[config.mk]
export PLATFORM = sky130hd
export DESIGN_NAME = dram_refresh_ctrl
export DESIGN_NICKNAME = d
export VERILOG_FILES = /design/src/pkg/dram_refresh_pkg.sv /design/src/verilog/dram_refresh_ctrl.sv
export SDC_FILE = /design/constraint.sdc
export NUM_CORES = 1
export LEC_CHECK = 0
export ABC_AREA = 1
export BUFFER_PORTS_ARGS = -buffer_cell sky130_fd_sc_hd__buf_2
export CAP_MARGIN = 10
export CORE_UTILIZATION = 50
export CTS_BUF_LIST = sky130_fd_sc_hd__clkbuf_4 sky130_fd_sc_hd__clkbuf_8
export DETAILED_ROUTE_END_ITERATION = 10
export HOLD_SLACK_MARGIN = 0.03
export PLACE_DENSITY_LB_ADDON = 0.08
export SYNTH_ARGS = -nofsm -noshare
export SYNTH_HDL_FRONTEND = slang
export SYNTH_SLANG_ARGS = --single-unit
export TNS_END_PERCENT = 30
[constraint.sdc]
create_clock -name clk -period 2.3 [get_ports clk]
set_clock_uncertainty 0.15 [all_clocks]
set_input_delay 0.23 -clock clk [delete_from_list [all_inputs] [get_ports clk]]
set_output_delay 0.23 -clock clk [all_outputs]
set_load 0.005 [all_outputs]
[src/pkg/dram_refresh_pkg.sv]
// constants for the dram refresh and bank control block
`default_nettype none

package dram_refresh_pkg;

  // ********************************
  // register byte offsets
  // ********************************
  localparam logic [7:0] MEM_CTRL_OFS  = 8'h00;
  localparam logic [7:0] RT_CSR_OFS    = 8'h04;
  localparam logic [7:0] RT_CNT_OFS    = 8'h08;
  localparam logic [7:0] RT_COR_OFS    = 8'h0c;
  localparam logic [7:0] RF_STAT_OFS   = 8'h10;

  // ********************************
  // memory control field positions
  // ********************************
  localparam int BANK_ACTIVE_BIT = 9;
  localparam int ADDR_MUX_BIT2_BIT        = 7;
  localparam int SIZE_BIT        = 6;
  localparam int ADDR_MUX_BIT1_BIT        = 5;
  localparam int ADDR_MUX_BIT0_BIT        = 4;
  localparam int REFRESH_ENABLE_BIT        = 3;
  localparam int REFRESH_MODE_SELECT_BIT       = 2;

  // ********************************
  // timer control field positions
  // ********************************
  localparam int CMF_BIT         = 7;
  localparam int MATCH_INTERRUPT_ENABLE_BIT        = 6;
  localparam int CKS_LSB         = 3;
  localparam int RRC_LSB         = 0;

  // ********************************
  // reset values
  // ********************************
  localparam logic [15:0] MEM_CTRL_RST = 16'h0000;
  localparam logic [7:0]  RT_CSR_RST   = 8'h00;
  localparam logic [7:0]  RT_CNT_RST   = 8'h00;
  localparam logic [7:0]  RT_COR_RST   = 8'h00;

  // ********************************
  // prescaler and counts
  // ********************************
  localparam int PRESC_W = 12;
  localparam logic [7:0] CNT_MAX = 8'hff;
  localparam logic [3:0] COL_BITS_BASE = 4'h8;
  localparam logic [2:0] SDRAM_ORG_RSVD = 3'h6;
  localparam logic [2:0] RRC_MAX_CODE  = 3'h4;

  typedef enum logic [1:0] {
    RF_IDLE,
    RF_BURST,
    RF_SELF
  } rf_state_t;

endpackage

`default_nettype wire

[src/verilog/dram_refresh_ctrl.sv]
// dram refresh timer, refresh sequencing and bank mode control
// ********************************
// ********************************
`default_nettype none

module dram_refresh_ctrl (
  input  wire logic        clk,
  input  wire logic        rst,
  // apb slave
  input  wire logic        psel,
  input  wire logic        penable,
  input  wire logic        pwrite,
  input  wire logic [7:0]  paddr,
  input  wire logic [31:0] pwdata,
  output logic             pready,
  output logic             pslverr,
  output logic [31:0]      prdata,
  // memory side, same clock
  input  wire logic        mem_is_sdram,
  input  wire logic        access_busy,
  input  wire logic        sdram_access_busy,
  input  wire logic        area3_sel,
  input  wire logic        refresh_ack,
  output logic             refresh_req,
  output logic             self_refresh,
  output logic             row_strobe_hold,
  output logic             auto_precharge,
  output logic [3:0]       col_addr_bits,
  output logic [2:0]       sdram_org,
  output logic             mux_reserved,
  output logic             bus_width_32,
  output logic [15:0]      mem_ctrl_value,
  output logic             match_irq
);

  // ********************************
  // state
  // ********************************
  typedef struct packed {
    logic [15:0]                    mem_ctrl;
    logic [7:0]                     csr;
    logic                           clr_armed;
    logic [7:0]                     cnt;
    logic [7:0]                     cor;
    logic [dram_refresh_pkg::PRESC_W-1:0] presc;
    dram_refresh_pkg::rf_state_t    st;
    logic [3:0]                     left;
    logic                           pend;
    logic [31:0]                    rdata;
  } state_t;

  state_t s_r;
  state_t s_nxt;

  // ********************************
  // decode helpers
  // ********************************
  logic        acc_ph;
  logic        wr_acc;
  logic        rd_acc;
  logic        hit;
  logic        tick;
  logic [2:0]  cks;
  logic [2:0]  rrc;
  logic [3:0]  burst_len;
  logic [dram_refresh_pkg::PRESC_W-1:0] tap_mask;
  logic        match;
  logic        refresh_enable_on;
  logic        refresh_mode_select_on;
  logic        bank_mode;
  logic [2:0]  amx;
  logic [31:0] rd_mux;

  assign acc_ph = psel & penable;
  assign wr_acc = acc_ph & pwrite;
  assign rd_acc = acc_ph & ~pwrite;

  always_comb begin
    hit = 1'b1;
    case (paddr)
      dram_refresh_pkg::MEM_CTRL_OFS: hit = 1'b1;
      dram_refresh_pkg::RT_CSR_OFS:   hit = 1'b1;
      dram_refresh_pkg::RT_CNT_OFS:   hit = 1'b1;
      dram_refresh_pkg::RT_COR_OFS:   hit = 1'b1;
      dram_refresh_pkg::RF_STAT_OFS:  hit = 1'b1;
      default:                        hit = 1'b0;
    endcase
  end

  assign cks = s_r.csr[dram_refresh_pkg::CKS_LSB +: 3];
  assign rrc = s_r.csr[dram_refresh_pkg::RRC_LSB +: 3];
  assign refresh_enable_on  = s_r.mem_ctrl[dram_refresh_pkg::REFRESH_ENABLE_BIT];
  assign refresh_mode_select_on = s_r.mem_ctrl[dram_refresh_pkg::REFRESH_MODE_SELECT_BIT];
  assign bank_mode = s_r.mem_ctrl[dram_refresh_pkg::BANK_ACTIVE_BIT];
  assign amx = {s_r.mem_ctrl[dram_refresh_pkg::ADDR_MUX_BIT2_BIT],
                s_r.mem_ctrl[dram_refresh_pkg::ADDR_MUX_BIT1_BIT],
                s_r.mem_ctrl[dram_refresh_pkg::ADDR_MUX_BIT0_BIT]};

  // ********************************
  // prescaler tap selection
  // ********************************
  always_comb begin
    tap_mask = '0;
    case (cks)
      3'h1:    tap_mask = 12'h003;
      3'h2:    tap_mask = 12'h00f;
      3'h3:    tap_mask = 12'h03f;
      3'h4:    tap_mask = 12'h0ff;
      3'h5:    tap_mask = 12'h3ff;
      3'h6:    tap_mask = 12'h7ff;
      3'h7:    tap_mask = 12'hfff;
      default: tap_mask = '0;
    endcase
  end

  // one-cycle enable every 2^n clocks; select zero never ticks
  // the prescaler runs from reset and is never cleared, so the
  // first tick after a select change may come early by up to
  // one divided period
  assign tick = (cks != 3'h0) && ((s_r.presc & tap_mask) == tap_mask);

  // compare is qualified by the count tick so a constant of zero
  // does not hold the flag set on every cycle
  assign match = tick && (s_r.cnt == s_r.cor);

  // ********************************
  // refresh burst length
  // ********************************
  always_comb begin
    burst_len = 4'h1;
    case (rrc)
      3'h0:    burst_len = 4'h1;
      3'h1:    burst_len = 4'h2;
      3'h2:    burst_len = 4'h4;
      3'h3:    burst_len = 4'h6;
      3'h4:    burst_len = 4'h8;
      // reserved codes fall back to a single refresh
      default: burst_len = 4'h1;
    endcase
  end

  // ********************************
  // read mux
  // ********************************
  always_comb begin
    rd_mux = 32'h0000_0000;
    case (paddr)
      dram_refresh_pkg::MEM_CTRL_OFS:
        rd_mux = {16'h0000, s_r.mem_ctrl};
      dram_refresh_pkg::RT_CSR_OFS:
        rd_mux = {24'h00_0000, s_r.csr};
      dram_refresh_pkg::RT_CNT_OFS:
        rd_mux = {24'h00_0000, s_r.cnt};
      dram_refresh_pkg::RT_COR_OFS:
        rd_mux = {24'h00_0000, s_r.cor};
      dram_refresh_pkg::RF_STAT_OFS:
        rd_mux = {24'h00_0000, s_r.left, 1'b0, s_r.pend,
                  (s_r.st == dram_refresh_pkg::RF_SELF),
                  (s_r.st == dram_refresh_pkg::RF_BURST)};
      default:
        rd_mux = 32'h0000_0000;
    endcase
  end

  // ********************************
  // next state
  // ********************************
  always_comb begin
    s_nxt = s_r;
    s_nxt.presc = s_r.presc + 1'b1;

    // read data is captured in the setup cycle so it stands
    // registered through the access phase
    if (psel && !penable && !pwrite) begin
      s_nxt.rdata = rd_mux;
    end

    // ---- refresh counter ----
    if (tick) begin
      if (match) begin
        s_nxt.cnt = 8'h00;
      end else if (s_r.cnt == dram_refresh_pkg::CNT_MAX) begin
        s_nxt.cnt = 8'h00;
      end else begin
        s_nxt.cnt = s_r.cnt + 8'h01;
      end
    end

    // ---- memory control ----
    if (wr_acc && paddr == dram_refresh_pkg::MEM_CTRL_OFS) begin
      s_nxt.mem_ctrl = pwdata[15:0];
    end

    // ---- counter and constant writes; software write beats tick ----
    if (wr_acc && paddr == dram_refresh_pkg::RT_CNT_OFS) begin
      s_nxt.cnt = pwdata[7:0];
    end
    if (wr_acc && paddr == dram_refresh_pkg::RT_COR_OFS) begin
      s_nxt.cor = pwdata[7:0];
    end

    // ---- timer control and match flag ----
    if (rd_acc && paddr == dram_refresh_pkg::RT_CSR_OFS
        && s_r.csr[dram_refresh_pkg::CMF_BIT]) begin
      s_nxt.clr_armed = 1'b1;
    end
    if (wr_acc && paddr == dram_refresh_pkg::RT_CSR_OFS) begin
      // upper bits are not stored at all
      s_nxt.csr[6:0] = pwdata[6:0];
      if (!pwdata[dram_refresh_pkg::CMF_BIT] && s_r.clr_armed) begin
        s_nxt.csr[dram_refresh_pkg::CMF_BIT] = 1'b0;
        s_nxt.clr_armed = 1'b0;
      end
    end
    // a match in the clearing cycle keeps the flag set
    if (match) begin
      s_nxt.csr[dram_refresh_pkg::CMF_BIT] = 1'b1;
    end
    if (!s_nxt.csr[dram_refresh_pkg::CMF_BIT]) begin
      s_nxt.clr_armed = 1'b0;
    end

    // ---- refresh sequencing ----
    // clearing the enable bit abandons a burst part way through;
    // the memory keeps whatever rows it had refreshed so far
    // a match during a burst restarts the count instead of adding
    // to it, so a slow memory never builds up a backlog
    case (s_r.st)
      dram_refresh_pkg::RF_IDLE: begin
        if (!refresh_enable_on) begin
          s_nxt.pend = 1'b0;
        end else if (refresh_mode_select_on) begin
          // entry waits only for a running sdram access
          s_nxt.pend = 1'b0;
          if (!sdram_access_busy) begin
            s_nxt.st = dram_refresh_pkg::RF_SELF;
          end
        end else if (match) begin
          // a new match replaces anything still unserved
          s_nxt.pend = 1'b1;
          s_nxt.left = burst_len;
          s_nxt.st = dram_refresh_pkg::RF_BURST;
        end
      end
      dram_refresh_pkg::RF_BURST: begin
        if (!refresh_enable_on) begin
          s_nxt.pend = 1'b0;
          s_nxt.left = 4'h0;
          s_nxt.st = dram_refresh_pkg::RF_IDLE;
        end else if (match) begin
          s_nxt.left = burst_len;
        end else if (refresh_ack && refresh_req) begin
          s_nxt.left = s_r.left - 4'h1;
          if (s_r.left == 4'h1) begin
            s_nxt.pend = 1'b0;
            s_nxt.st = dram_refresh_pkg::RF_IDLE;
          end
        end
        // self mode requested mid burst: drop the rest only while no request is out and no sdram access runs
        if (refresh_enable_on && refresh_mode_select_on && !sdram_access_busy
            && !refresh_req) begin
          s_nxt.pend = 1'b0;
          s_nxt.left = 4'h0;
          s_nxt.st = dram_refresh_pkg::RF_SELF;
        end
      end
      dram_refresh_pkg::RF_SELF: begin
        // timer matches still set the flag but start nothing
        s_nxt.pend = 1'b0;
        s_nxt.left = 4'h0;
        if (!refresh_enable_on || !refresh_mode_select_on) begin
          s_nxt.st = dram_refresh_pkg::RF_IDLE;
        end
      end
      default: begin
        s_nxt.st = dram_refresh_pkg::RF_IDLE;
        s_nxt.pend = 1'b0;
      end
    endcase
  end

  // ********************************
  // state register
  // ********************************
  always_ff @(posedge clk or posedge rst) begin
    if (rst) begin
      s_r.mem_ctrl  <= dram_refresh_pkg::MEM_CTRL_RST;
      s_r.csr       <= dram_refresh_pkg::RT_CSR_RST;
      s_r.clr_armed <= 1'b0;
      s_r.cnt       <= dram_refresh_pkg::RT_CNT_RST;
      s_r.cor       <= dram_refresh_pkg::RT_COR_RST;
      s_r.presc     <= '0;
      s_r.st        <= dram_refresh_pkg::RF_IDLE;
      s_r.left      <= 4'h0;
      s_r.pend      <= 1'b0;
      s_r.rdata     <= 32'h0000_0000;
    end else begin
      s_r <= s_nxt;
    end
  end

  // ********************************
  // apb answer: zero wait states
  // ********************************
  // every register is a flop or a small mux, so extra wait
  // states would buy nothing
  // read data is taken at setup: a register that changes in the
  // access cycle reads its value from one cycle earlier
  // unmapped addresses answer with an error, never a stall
  assign pready  = 1'b1;
  assign pslverr = acc_ph & ~hit;
  assign prdata  = s_r.rdata;

  // ********************************
  // memory side outputs
  // ********************************
  // the request drops during a running access and returns after it
  assign refresh_req = s_r.pend && (s_r.st == dram_refresh_pkg::RF_BURST)
                       && refresh_enable_on && !access_busy;
  assign self_refresh = (s_r.st == dram_refresh_pkg::RF_SELF);

  // dram: strobe held only in bank mode
  assign row_strobe_hold = !mem_is_sdram && bank_mode;

  // sdram: bank left open only for area 3 in bank mode
  assign auto_precharge = mem_is_sdram
                          && !(bank_mode && area3_sel);

  // dram column width is 8 plus the two low mux bits
  assign col_addr_bits = dram_refresh_pkg::COL_BITS_BASE
                         + {2'b00, amx[1:0]};
  assign sdram_org = amx;

  // x8 and x4 organisations are illegal on a 16-bit bus;
  // flagged for the bus controller, not corrected here
  assign mux_reserved = mem_is_sdram
    ? ((amx == dram_refresh_pkg::SDRAM_ORG_RSVD)
       || (!bus_width_32 && (amx == 3'h1 || amx == 3'h2
                             || amx == 3'h5)))
    : amx[2];

  assign bus_width_32 = s_r.mem_ctrl[dram_refresh_pkg::SIZE_BIT];
  assign mem_ctrl_value = s_r.mem_ctrl;

  // level until software clears the flag
  assign match_irq = s_r.csr[dram_refresh_pkg::CMF_BIT]
                     && s_r.csr[dram_refresh_pkg::MATCH_INTERRUPT_ENABLE_BIT];

endmodule

`default_nettype wire

# Word level (Yosys, flattened, before mapping)
# Cells that the tools add are included.
# Widths: inputs -> output; s select.
[word_totals]
ff_bits = 92
inputBits = 50
out_inout_bits = 64
wordCells = 139
[classes]
n_addsub = 4
n_eq_ne = 36
mux = 34
bitwise_logic = 7
n_reduce_logical = 47
[ops]
columns = ["operator", "count"]
rows = [
  ["$pmux 12 s7", 1],
  ["$pmux 16 s5", 1],
  ["$mux 8", 4],
  ["$mux 7", 4],
  ["$logic_and 1x1->1", 23],
  ["$eq 3x3->1 const B", 7],
  ["$eq 8x4->1 const B", 2],
  ["$pmux 4 s4", 1],
  ["$eq 3x2->1 const B", 5],
  ["$add 12x1->12 const B", 1],
  ["$and 12x12->12", 1],
  ["$eq 12x12->1", 1],
  ["$pmux 4 s3", 1],
  ["$logic_not 1->1", 11],
  ["$mux 1", 11],
  ["$mux 2", 5],
  ["$eq 3x1->1 const B", 3],
  ["$mux 9", 1],
  ["$add 8x1->8 const B", 1],
  ["$eq 8x3->1 const B", 1],
  ["$eq 8x5->1 const B", 1],
  ["$eq 8x8->1", 1],
  ["$eq 8x8->1 const B", 1],
  ["$logic_not 8->1", 1],
  ["other kinds (26)", 39],
]

# Depth between registers and ports, before layout
# Gate-level depths: netlist (run 1).
[depth]
ltp_word = 10
depth_mapped = 12
ltp_nobuf = 12

# Worst setup path after synthesis (run 1)
# OpenSTA, ideal clock, no wires.
[synth_path]
path_type = "flip-flop to flip-flop"
start = "reg s_r[38] (netlist name)"
end = "reg s_r[37] (netlist name)"
setup_time_ns = 0.121
arrival_time_ns = 1.428
t_required_ns = 2.029
setup_slack_ns = 0.601
stages_incl_launch_ff = 10
path_buffers = 0
synth_period_minus_slack_ns = 1.699
cell_sequence = "dfrtp_1 > inv_1 > ha_1 > nand2_1 > nor2_1 > nand2_1 > o21ai_0 > nand2_1 > o21bai_1 > nand2_1"
[synth_via]
elab_chain_cells = 8
word_cells_on_any_way = 19
cone_classes = "9 x eq/ne; 2 x mux; 8 x reduce/logical"
[synth_rtl]
columns = ["element", "line_no", "rtl"]
rows = [
  ["start: declaration", "dram_refresh_ctrl.sv:52", "state_t s_r;"],
  ["start signal: assignment", "dram_refresh_ctrl.sv:298", "s_r <= s_nxt;"],
  ["$eq 2x1->1 *", "dram_refresh_ctrl.sv:318", "assign refresh_req = s_r.pend && (s_r.st == dram_refresh_pkg::RF_BURST)"],
  ["$logic_and 1x1->1 *", "dram_refresh_ctrl.sv:318", ""],
  ["$logic_and 1x1->1 * (2 in a row)", "dram_refresh_ctrl.sv:319", "&& refresh_enable_on && !access_busy;"],
  ["net refresh_req", "dram_refresh_ctrl.sv:24", "output logic refresh_req,"],
  ["$logic_not 1->1", "dram_refresh_ctrl.sv:261", "&& !refresh_req) begin"],
  ["$logic_and 1x1->1", "dram_refresh_ctrl.sv:261", ""],
  ["$ne 4x2->1 (no line) (tied with other cells)", "--", ""],
  ["$reduce_and 7->1 (no line) / $pmux 2 s3 (equally long branches)", "--", ""],
]
# The timed path passes the listed nets; every way through them passes the cells marked *.
# A chain may end at the register's enable or synchronous reset.

# Final worst setup path (run 1)
[layout_path]
start = "reg s_r[38] (netlist name)"
end = "reg s_r[38] (netlist name)"
[layout_via]
elab_chain_cells = 8
word_cells_on_any_way = 19
cone_classes = "9 x eq/ne; 2 x mux; 8 x reduce/logical"
[layout_rtl]
columns = ["element", "line_no"]
rows = [
  ["$eq 2x1->1", "dram_refresh_ctrl.sv:228, dram_refresh_ctrl.sv:318"],
  ["$logic_and 1x1->1", "dram_refresh_ctrl.sv:318"],
  ["$logic_and 1x1->1 (2 in a row)", "dram_refresh_ctrl.sv:319"],
  ["$logic_not 1->1", "dram_refresh_ctrl.sv:261"],
  ["$logic_and 1x1->1", "dram_refresh_ctrl.sv:261"],
  ["$ne 4x2->1 (no line) (tied with other cells)", "--"],
  ["$reduce_and 7->1 (no line) / $pmux 2 s3 (equally long branches)", "--"],
]
# Parallel ways exist; a longest one is shown, timed or not.

==> results of run 1 <==
==> area by class of cell <==
class	instances	area, um^2
Clock inverter	6	136
Timing Repair Buffer	93	541
Multi-Input combinational cell	380	2020
Fill cell	825	3660
Inverter	75	285
Tap cell	108	135
Sequential cell	76	1900
Clock buffer	10	131
==> power groups by stage <==
| stage | logic (mW) | clock network, mW | registers (mW) |
|---|---|---|---|
| after CTS | 0.268 | 1.38 | 1.40 |
| after detailed placement | 0.253 | 0 | 1.43 |
| final | 0.264 | 1.36 | 1.40 |
| after floorplan | 0.208 | 0 | 1.42 |
| after global routing | 0.303 | 1.45 | 1.41 |
| after global placement | 0.246 | 0 | 1.43 |
==> kinds of logic (layout without fill, tap and decap cells) <==
group | after synthesis | in the layout | synth area share
fa+ha+maj | 7 | 7 | 0.0190
other cells | 2 | 19 | 0.00163
flops | 76 | 76 | 0.413
xor+xnor | 20 | 20 | 0.0380
mux | 7 | 7 | 0.0187
buf+inv | 139 | 184 | 0.163
simple gates | 242 | 242 | 0.237
compound gates | 85 | 85 | 0.110
==> cell usage in the layout, fill, tap and decap left out, types with 7 or more instances in the layout <==
cell type,count
nand2_1,148
buf_2,78
dfrtp_1,76
inv_1,63
o21ai_0,47
nor2_1,34
nand3_1,25
conb_1,19
xor2_1,18
o22ai_1,10
dlygate4sd3_1,10
a21oi_1,9
clkbuf_8,9
inv_2,8
ha_1,7
==> worst max-delay path, stage by stage, from the launching register on <==
cell	delay, ns
dfrtp_1	0.39
inv_1	0.11
ha_1	0.21
nand2_1	0.11
nor2_1	0.15
nand2_1	0.10
o21ai_0	0.22
nand2_1	0.14
o21bai_1	0.18
nand2_1	0.08
==> stage by stage <==
step / instances / hold WS [ns] / area, um^2
2_1_floorplan: 595 / 0.228 / 4670
3_3_place_gp: 722 / 0.187 / 4780
3_5_place_dp: 722 / 0.187 / 4780
4_1_cts: 748 / 0.0476 / 5150
5_1_grt: 748 / 0.0659 / 5150
6_report: 748 / 0.0524 / 5150
==> repair_timing <==
action | CTS | global route
hold buffers | 10 | 0
endpoints found under the hold margin | 36 | 0
endpoints found under the setup margin | 0 | 0
==> how the worst min path moves through the flow <==
stage,from,endpoint,slack [ns],cells after the start
after CTS,pwdata[2],s_r[53]$_DFFE_PP0P_,0.05,3
after global routing,pwdata[4],mem_ctrl_value[4]$_DFFE_PP0P_,0.07,3
after detailed placement,rst,mem_ctrl_value[9]$_DFFE_PP0P_,0.19,2
after floorplan,pwdata[1],s_r[60]$_DFFE_PP0P_,0.23,2
final,pwdata[2],mem_ctrl_value[2]$_DFFE_PP0P_,0.05,3
after global placement,rst,mem_ctrl_value[14]$_DFFE_PP0P_,0.19,2
==> layer usage <==
| layer | routed length (um) | vias up | GRT usage |
|---|---|---|---|
| met5 | 0 | - | 0 |
| met3 | 547 | 14 | 0.0365 |
| met4 | 163 | 0 | 0.0851 |
| li1 | - | 1877 | - |
| met2 | 4950 | 101 | 0.378 |
| met1 | 4700 | 1739 | 0.321 |
==> state kept, by name (all words and copies together), names as in the netlist <==
| register | flops |
|---|---|
| mem_ctrl_value | 16 |
| cks | 3 |
| prdata | 16 |
| s_r | 38 |
| rrc | 3 |
==> impl_metrics.ini, run 1 <==
[clocking]
clockBufferDepth = 2
tritoncts.num_buffers = 9
postCtsSetupBuffers = 0
ctsResizeCount = 0
cts_tree = built
htree_levels = 3
cts-root-buf = clkbuf_8
clk_latency_ns = 0.35
clk_pin_slew_ns = 0.08
cts_sinks = 76

[drt]
wl_per_cell_um = 13.8
ant_nets = 0
drtIter0Drc = 183
via_count = 3731
viasPerCell = 4.99
routed_wl_um = 10400
drc = 8
dr.pass1.iters = 8

[global_routing]
grt_pass1_vias = 3579
grt_overflow = 0
grt_max_degree = 50
grt_usage = 0.234
antenna_found_initial = 0
grt_pass1_wl_um = 17600

[finish]
diodes = 0
area_growth_pct = 11.8
nets = 692
utilization = 0.585
drive_above_1_share = 0.223

[power]
power.density_mw_per_mm2 = 589
p_sw_mw = 0.702
peakVddDrop_uv = 284
internal_power_mw = 2.33
swShare = 0.232
p_seq_frac = 0.463
power_leakage_nw = 2.71
pwr-share-clk = 0.450
total_power_mw = 3.03
pwr-share-comb = 0.087

[yosys]
yosysMostFrequentCell = nand2_1
ys.flop_type = dfrtp_1
synth_top_area_frac = 0.413
netlist_area_mm2 = 0.00460
synth.ff_latch_count = 76
synth_edf_count = 0
yosys-top-cells-count = nand2_1, dfrtp_1, inv_1
ys_async_sr_fraction = 1.00
synth.avg_cell_area_um2 = 7.97
synthTopCellsByArea = dfrtp_1, nand2_1, buf_4, inv_1, o21ai_0
seq_area_frac_synth = 0.413
synthCells = 578
synth_cell_type_count = 44
yosysTopAreaCell = dfrtp_1
yosys_warnings = 0

[floorplan]
fp.dieW_um = 98.0
core-area_mm2 = 0.00881
initial_core_util = 0.523
die_y_um = 98.0
num_io_pins = 114
rows = 34
die_area_mm2 = 0.00960

[placed_design]
place_hpwl_um = 7670
gp_congestion = 0.839
port_buffers = 78
detailedPlace.worstSlack_ns = 0.362

[sta]
slew_violations = 0
tightest_slew_ns = 0.611
period_share = 0.851
finalSetupViolCount = 0
hold_viol_final = 0
setup_ws_ns = 0.343
rsz0062_at_grt = no
min_period_ns = 1.96
max_slew_margin = 0.592
setup_tns_ns = 0
max_freq_ghz = 0.511

[critical_path]
required_ns = 2.38
rr_startpoint = s_r[38]$_DFFE_PP0P_
r2r_cells = 9
crit_path_end_kind = flop
cp_data_arrival_time_ns = 2.04
reg2reg_slack_ns = 0.34
crit_type = reg -> reg
crit_path_start = s_r[38]$_DFFE_PP0P_
crit_fanout = 3
reg2reg_to = s_r[38]$_DFFE_PP0P_
startpoint_type = flop
crit_end = s_r[38]$_DFFE_PP0P_

[run]
max-cap-violations = 0

[status]
violations = design-rule violations
status = finished with violations

[min_path]
min_path_type = in -> reg
Power figures use the tool's default switching activity.
==> run 2: changes to the inputs <==
- ABC_AREA: 1 -> unset
- CTS_CLUSTER_SIZE: unset -> 25
==> run 2 against run 1 <==
The flow now finishes without violations; critical path type unchanged; combinational power rose to 2.7 times the previous value; design area fell by 0.34%; largest power group unchanged; highest routed layer unchanged; largest cell class unchanged; hold slack got worse by 0.014 ns; first-iteration DRC count fell by 2.7%; non-clock buffer count rose by 14.
==> impl_metrics.ini, run 2 <==
[status]
status = complete, no violations

[critical_path]
crit_fanout = 5
crit_end = s_r[35]$_DFFE_PP0P_
crit_type = reg -> reg
required_ns = 2.39
cpPeakStageDelay_ns = 0.42
rr_startpoint = s_r[38]$_DFFE_PP0P_
crit_path_end_kind = flop
cpMaxStageDelayCell = dfrtp_1
r2r_cells = 8
reg2reg_to = s_r[35]$_DFFE_PP0P_
reg2reg_slack_ns = 0.16
crit_path_start = s_r[38]$_DFFE_PP0P_
cp_data_arrival_time_ns = 2.22
startpoint_type = flop
cp_cell_sequence = inv_1 > ha_2 > nand2b_1 > a21boi_2 > and3b_2 > a21oi_4 > nor2_1 > a221o_1

[drt]
routed_wl_um = 9770
ant_nets = 0
wl_per_cell_um = 15.6
viasPerCell = 5.45
drtIter0Drc = 178
via_count = 3408
dr.pass1.iters = 5
drc = 0

[clocking]
cts-root-buf = clkbuf_8
cts_sinks = 76
clk_pin_slew_ns = 0.08
cts_tree = built
postCtsSetupBuffers = 0
clockBufferDepth = 2
htree_levels = 3
clk_latency_ns = 0.35
tritoncts.num_buffers = 9

[finish]
top_register = s_r
final_common_cell = buf_2
seq_area_mm2 = 0.00190
largest_reg_flops = 38
final_cell_mix = buf_2, dfrtp_1, nand2_1, mux2_2
drive_above_1_share = 0.323
nets = 569
area_growth_pct = 13.2
fillCellCount = 783
fin_area_mm2 = 0.00513
multi_input_area_mm2 = 0.00216
diodes = 0

[power]
power_leakage_nw = 2.53
peakVddDrop_uv = 350
power.density_mw_per_mm2 = 645

[yosys]
ys_async_sr_fraction = 1.00
synth.avg_cell_area_um2 = 10.1
netlist_area_mm2 = 0.00453
synth_top_area_frac = 0.420
synth_edf_count = 0
synth_cell_type_count = 64
yosysMostFrequentCell = dfrtp_1
synth.ff_latch_count = 76
synthCells = 447
yosys_warnings = 0
ys.flop_type = dfrtp_1
synthTopCellsByArea = dfrtp_1, buf_4, mux2_2, nand2_1, xor2_1
seq_area_frac_synth = 0.420
yosysTopAreaCell = dfrtp_1
yosys-top-cells-count = dfrtp_1, buf_4, nand2_1

[run]
max-cap-violations = 0

[placed_design]
gp_congestion = 0.869
place_hpwl_um = 7240
placed_cell_area_mm2 = 0.00475
port_buffers = 78

[global_routing]
grt_usage = 0.215
grt_overflow = 0
antenna_found_initial = 0
grt_max_degree = 77
grt_pass1_vias = 3174
grt_pass1_wl_um = 16000

[sta]
slew_violations = 0
rsz0062_at_grt = no
setup_tns_ns = 0
max_freq_ghz = 0.468
period_share = 0.929
finalSetupViolCount = 0
min_period_ns = 2.14
hold_viol_final = 0

[min_path]
min_path_type = in -> reg

[floorplan]
initial_core_util = 0.517
fp.dieW_um = 97.2
die_y_um = 97.2
core-area_mm2 = 0.00876
num_io_pins = 114
rows = 34
die_area_mm2 = 0.00945
[run 2: worst min-delay path by stage]
| stage | cells after the start | start | end | slack, ns |
|---|---|---|---|---|
| global route | 2 | pwdata[0] | s_r[51]$_DFFE_PP0P_ | 0.03 |
| floorplan | 1 | pwdata[10] | mem_ctrl_value[10]$_DFFE_PP0P_ | 0.23 |
| CTS | 2 | pwdata[0] | mem_ctrl_value[0]$_DFFE_PP0P_ | 0.04 |
| detailed placement | 3 | rst | mem_ctrl_value[9]$_DFFE_PP0P_ | 0.24 |
| finish | 4 | paddr[1] | prdata[7]$_DFFE_PP0P_ | 0.04 |
| global placement | 3 | rst | mem_ctrl_value[8]$_DFFE_PP0P_ | 0.23 |
[run 2: worst max-delay path, delay by kind of cell, from the launching register on]
kind                     cells  cell delay (ns)
AO/OA/AOI/OAI                3             0.68
flip-flops                   1             0.42
AND/OR/NAND/NOR              3             0.40
adder cells (fa/ha/maj)      1             0.27
buffers and inverters        1             0.10
[run 2: cells by family after synthesis]
group	count (synthesis)	synth area share
DFF	76	0.420
and+or+nand+nor	130	0.152
AOI/OAI and AO/OA	86	0.140
muxes	41	0.106
buffers and inverters	83	0.119
xor gates and xnor gates	22	0.0425
adders and majority gates	7	0.0193
other	2	0.00166
[run 2: per-layer routing]
metal | global-route usage | vias to the layer above | share of wire
met4 | 0.0448 | 0 | 0.0076
met2 | 0.347 | 102 | 0.48
met5 | 0 | - | 0
li1 | - | 1650 | -
met3 | 0.0489 | 7 | 0.053
met1 | 0.297 | 1649 | 0.45
[run 2: cell type report]
class	count	area share
well taps	108	0.0263
inverters	13	0.0102
clock inverters	3	0.00829
multi-input cells	305	0.421
flip-flops and latches	76	0.371
clock buffers	13	0.0349
repair buffers	107	0.128
[run 2: where the power goes]
group / total [mW] / switching, mW / leakage, nW / internal, mW
clock network: 1.11 / 0.487 / 0.112 / 0.618
registers: 1.49 / 0.0841 / 0.997 / 1.40
logic: 0.715 / 0.383 / 1.42 / 0.332
[run 2: per-stage QoR]
step                      std cells  setup WS (ns)  utilization  hold WS, ns  power [mW]
after global routing            625         0.0234        0.585       0.0335        3.50
after global placement          594          0.164        0.542        0.229        2.17
after floorplan                 464          0.278            -        0.230        2.01
after detailed placement        594          0.104        0.542        0.237        2.19
final                           625          0.163        0.585       0.0383        3.31
after CTS                       625         0.0756        0.585       0.0353        3.33
[run 2: what timing repair did]
item,in CTS,in global routing
resized for setup,0,3
endpoints found under the setup margin,0,4
hold buffers,15,0
endpoints found under the hold margin,99,0
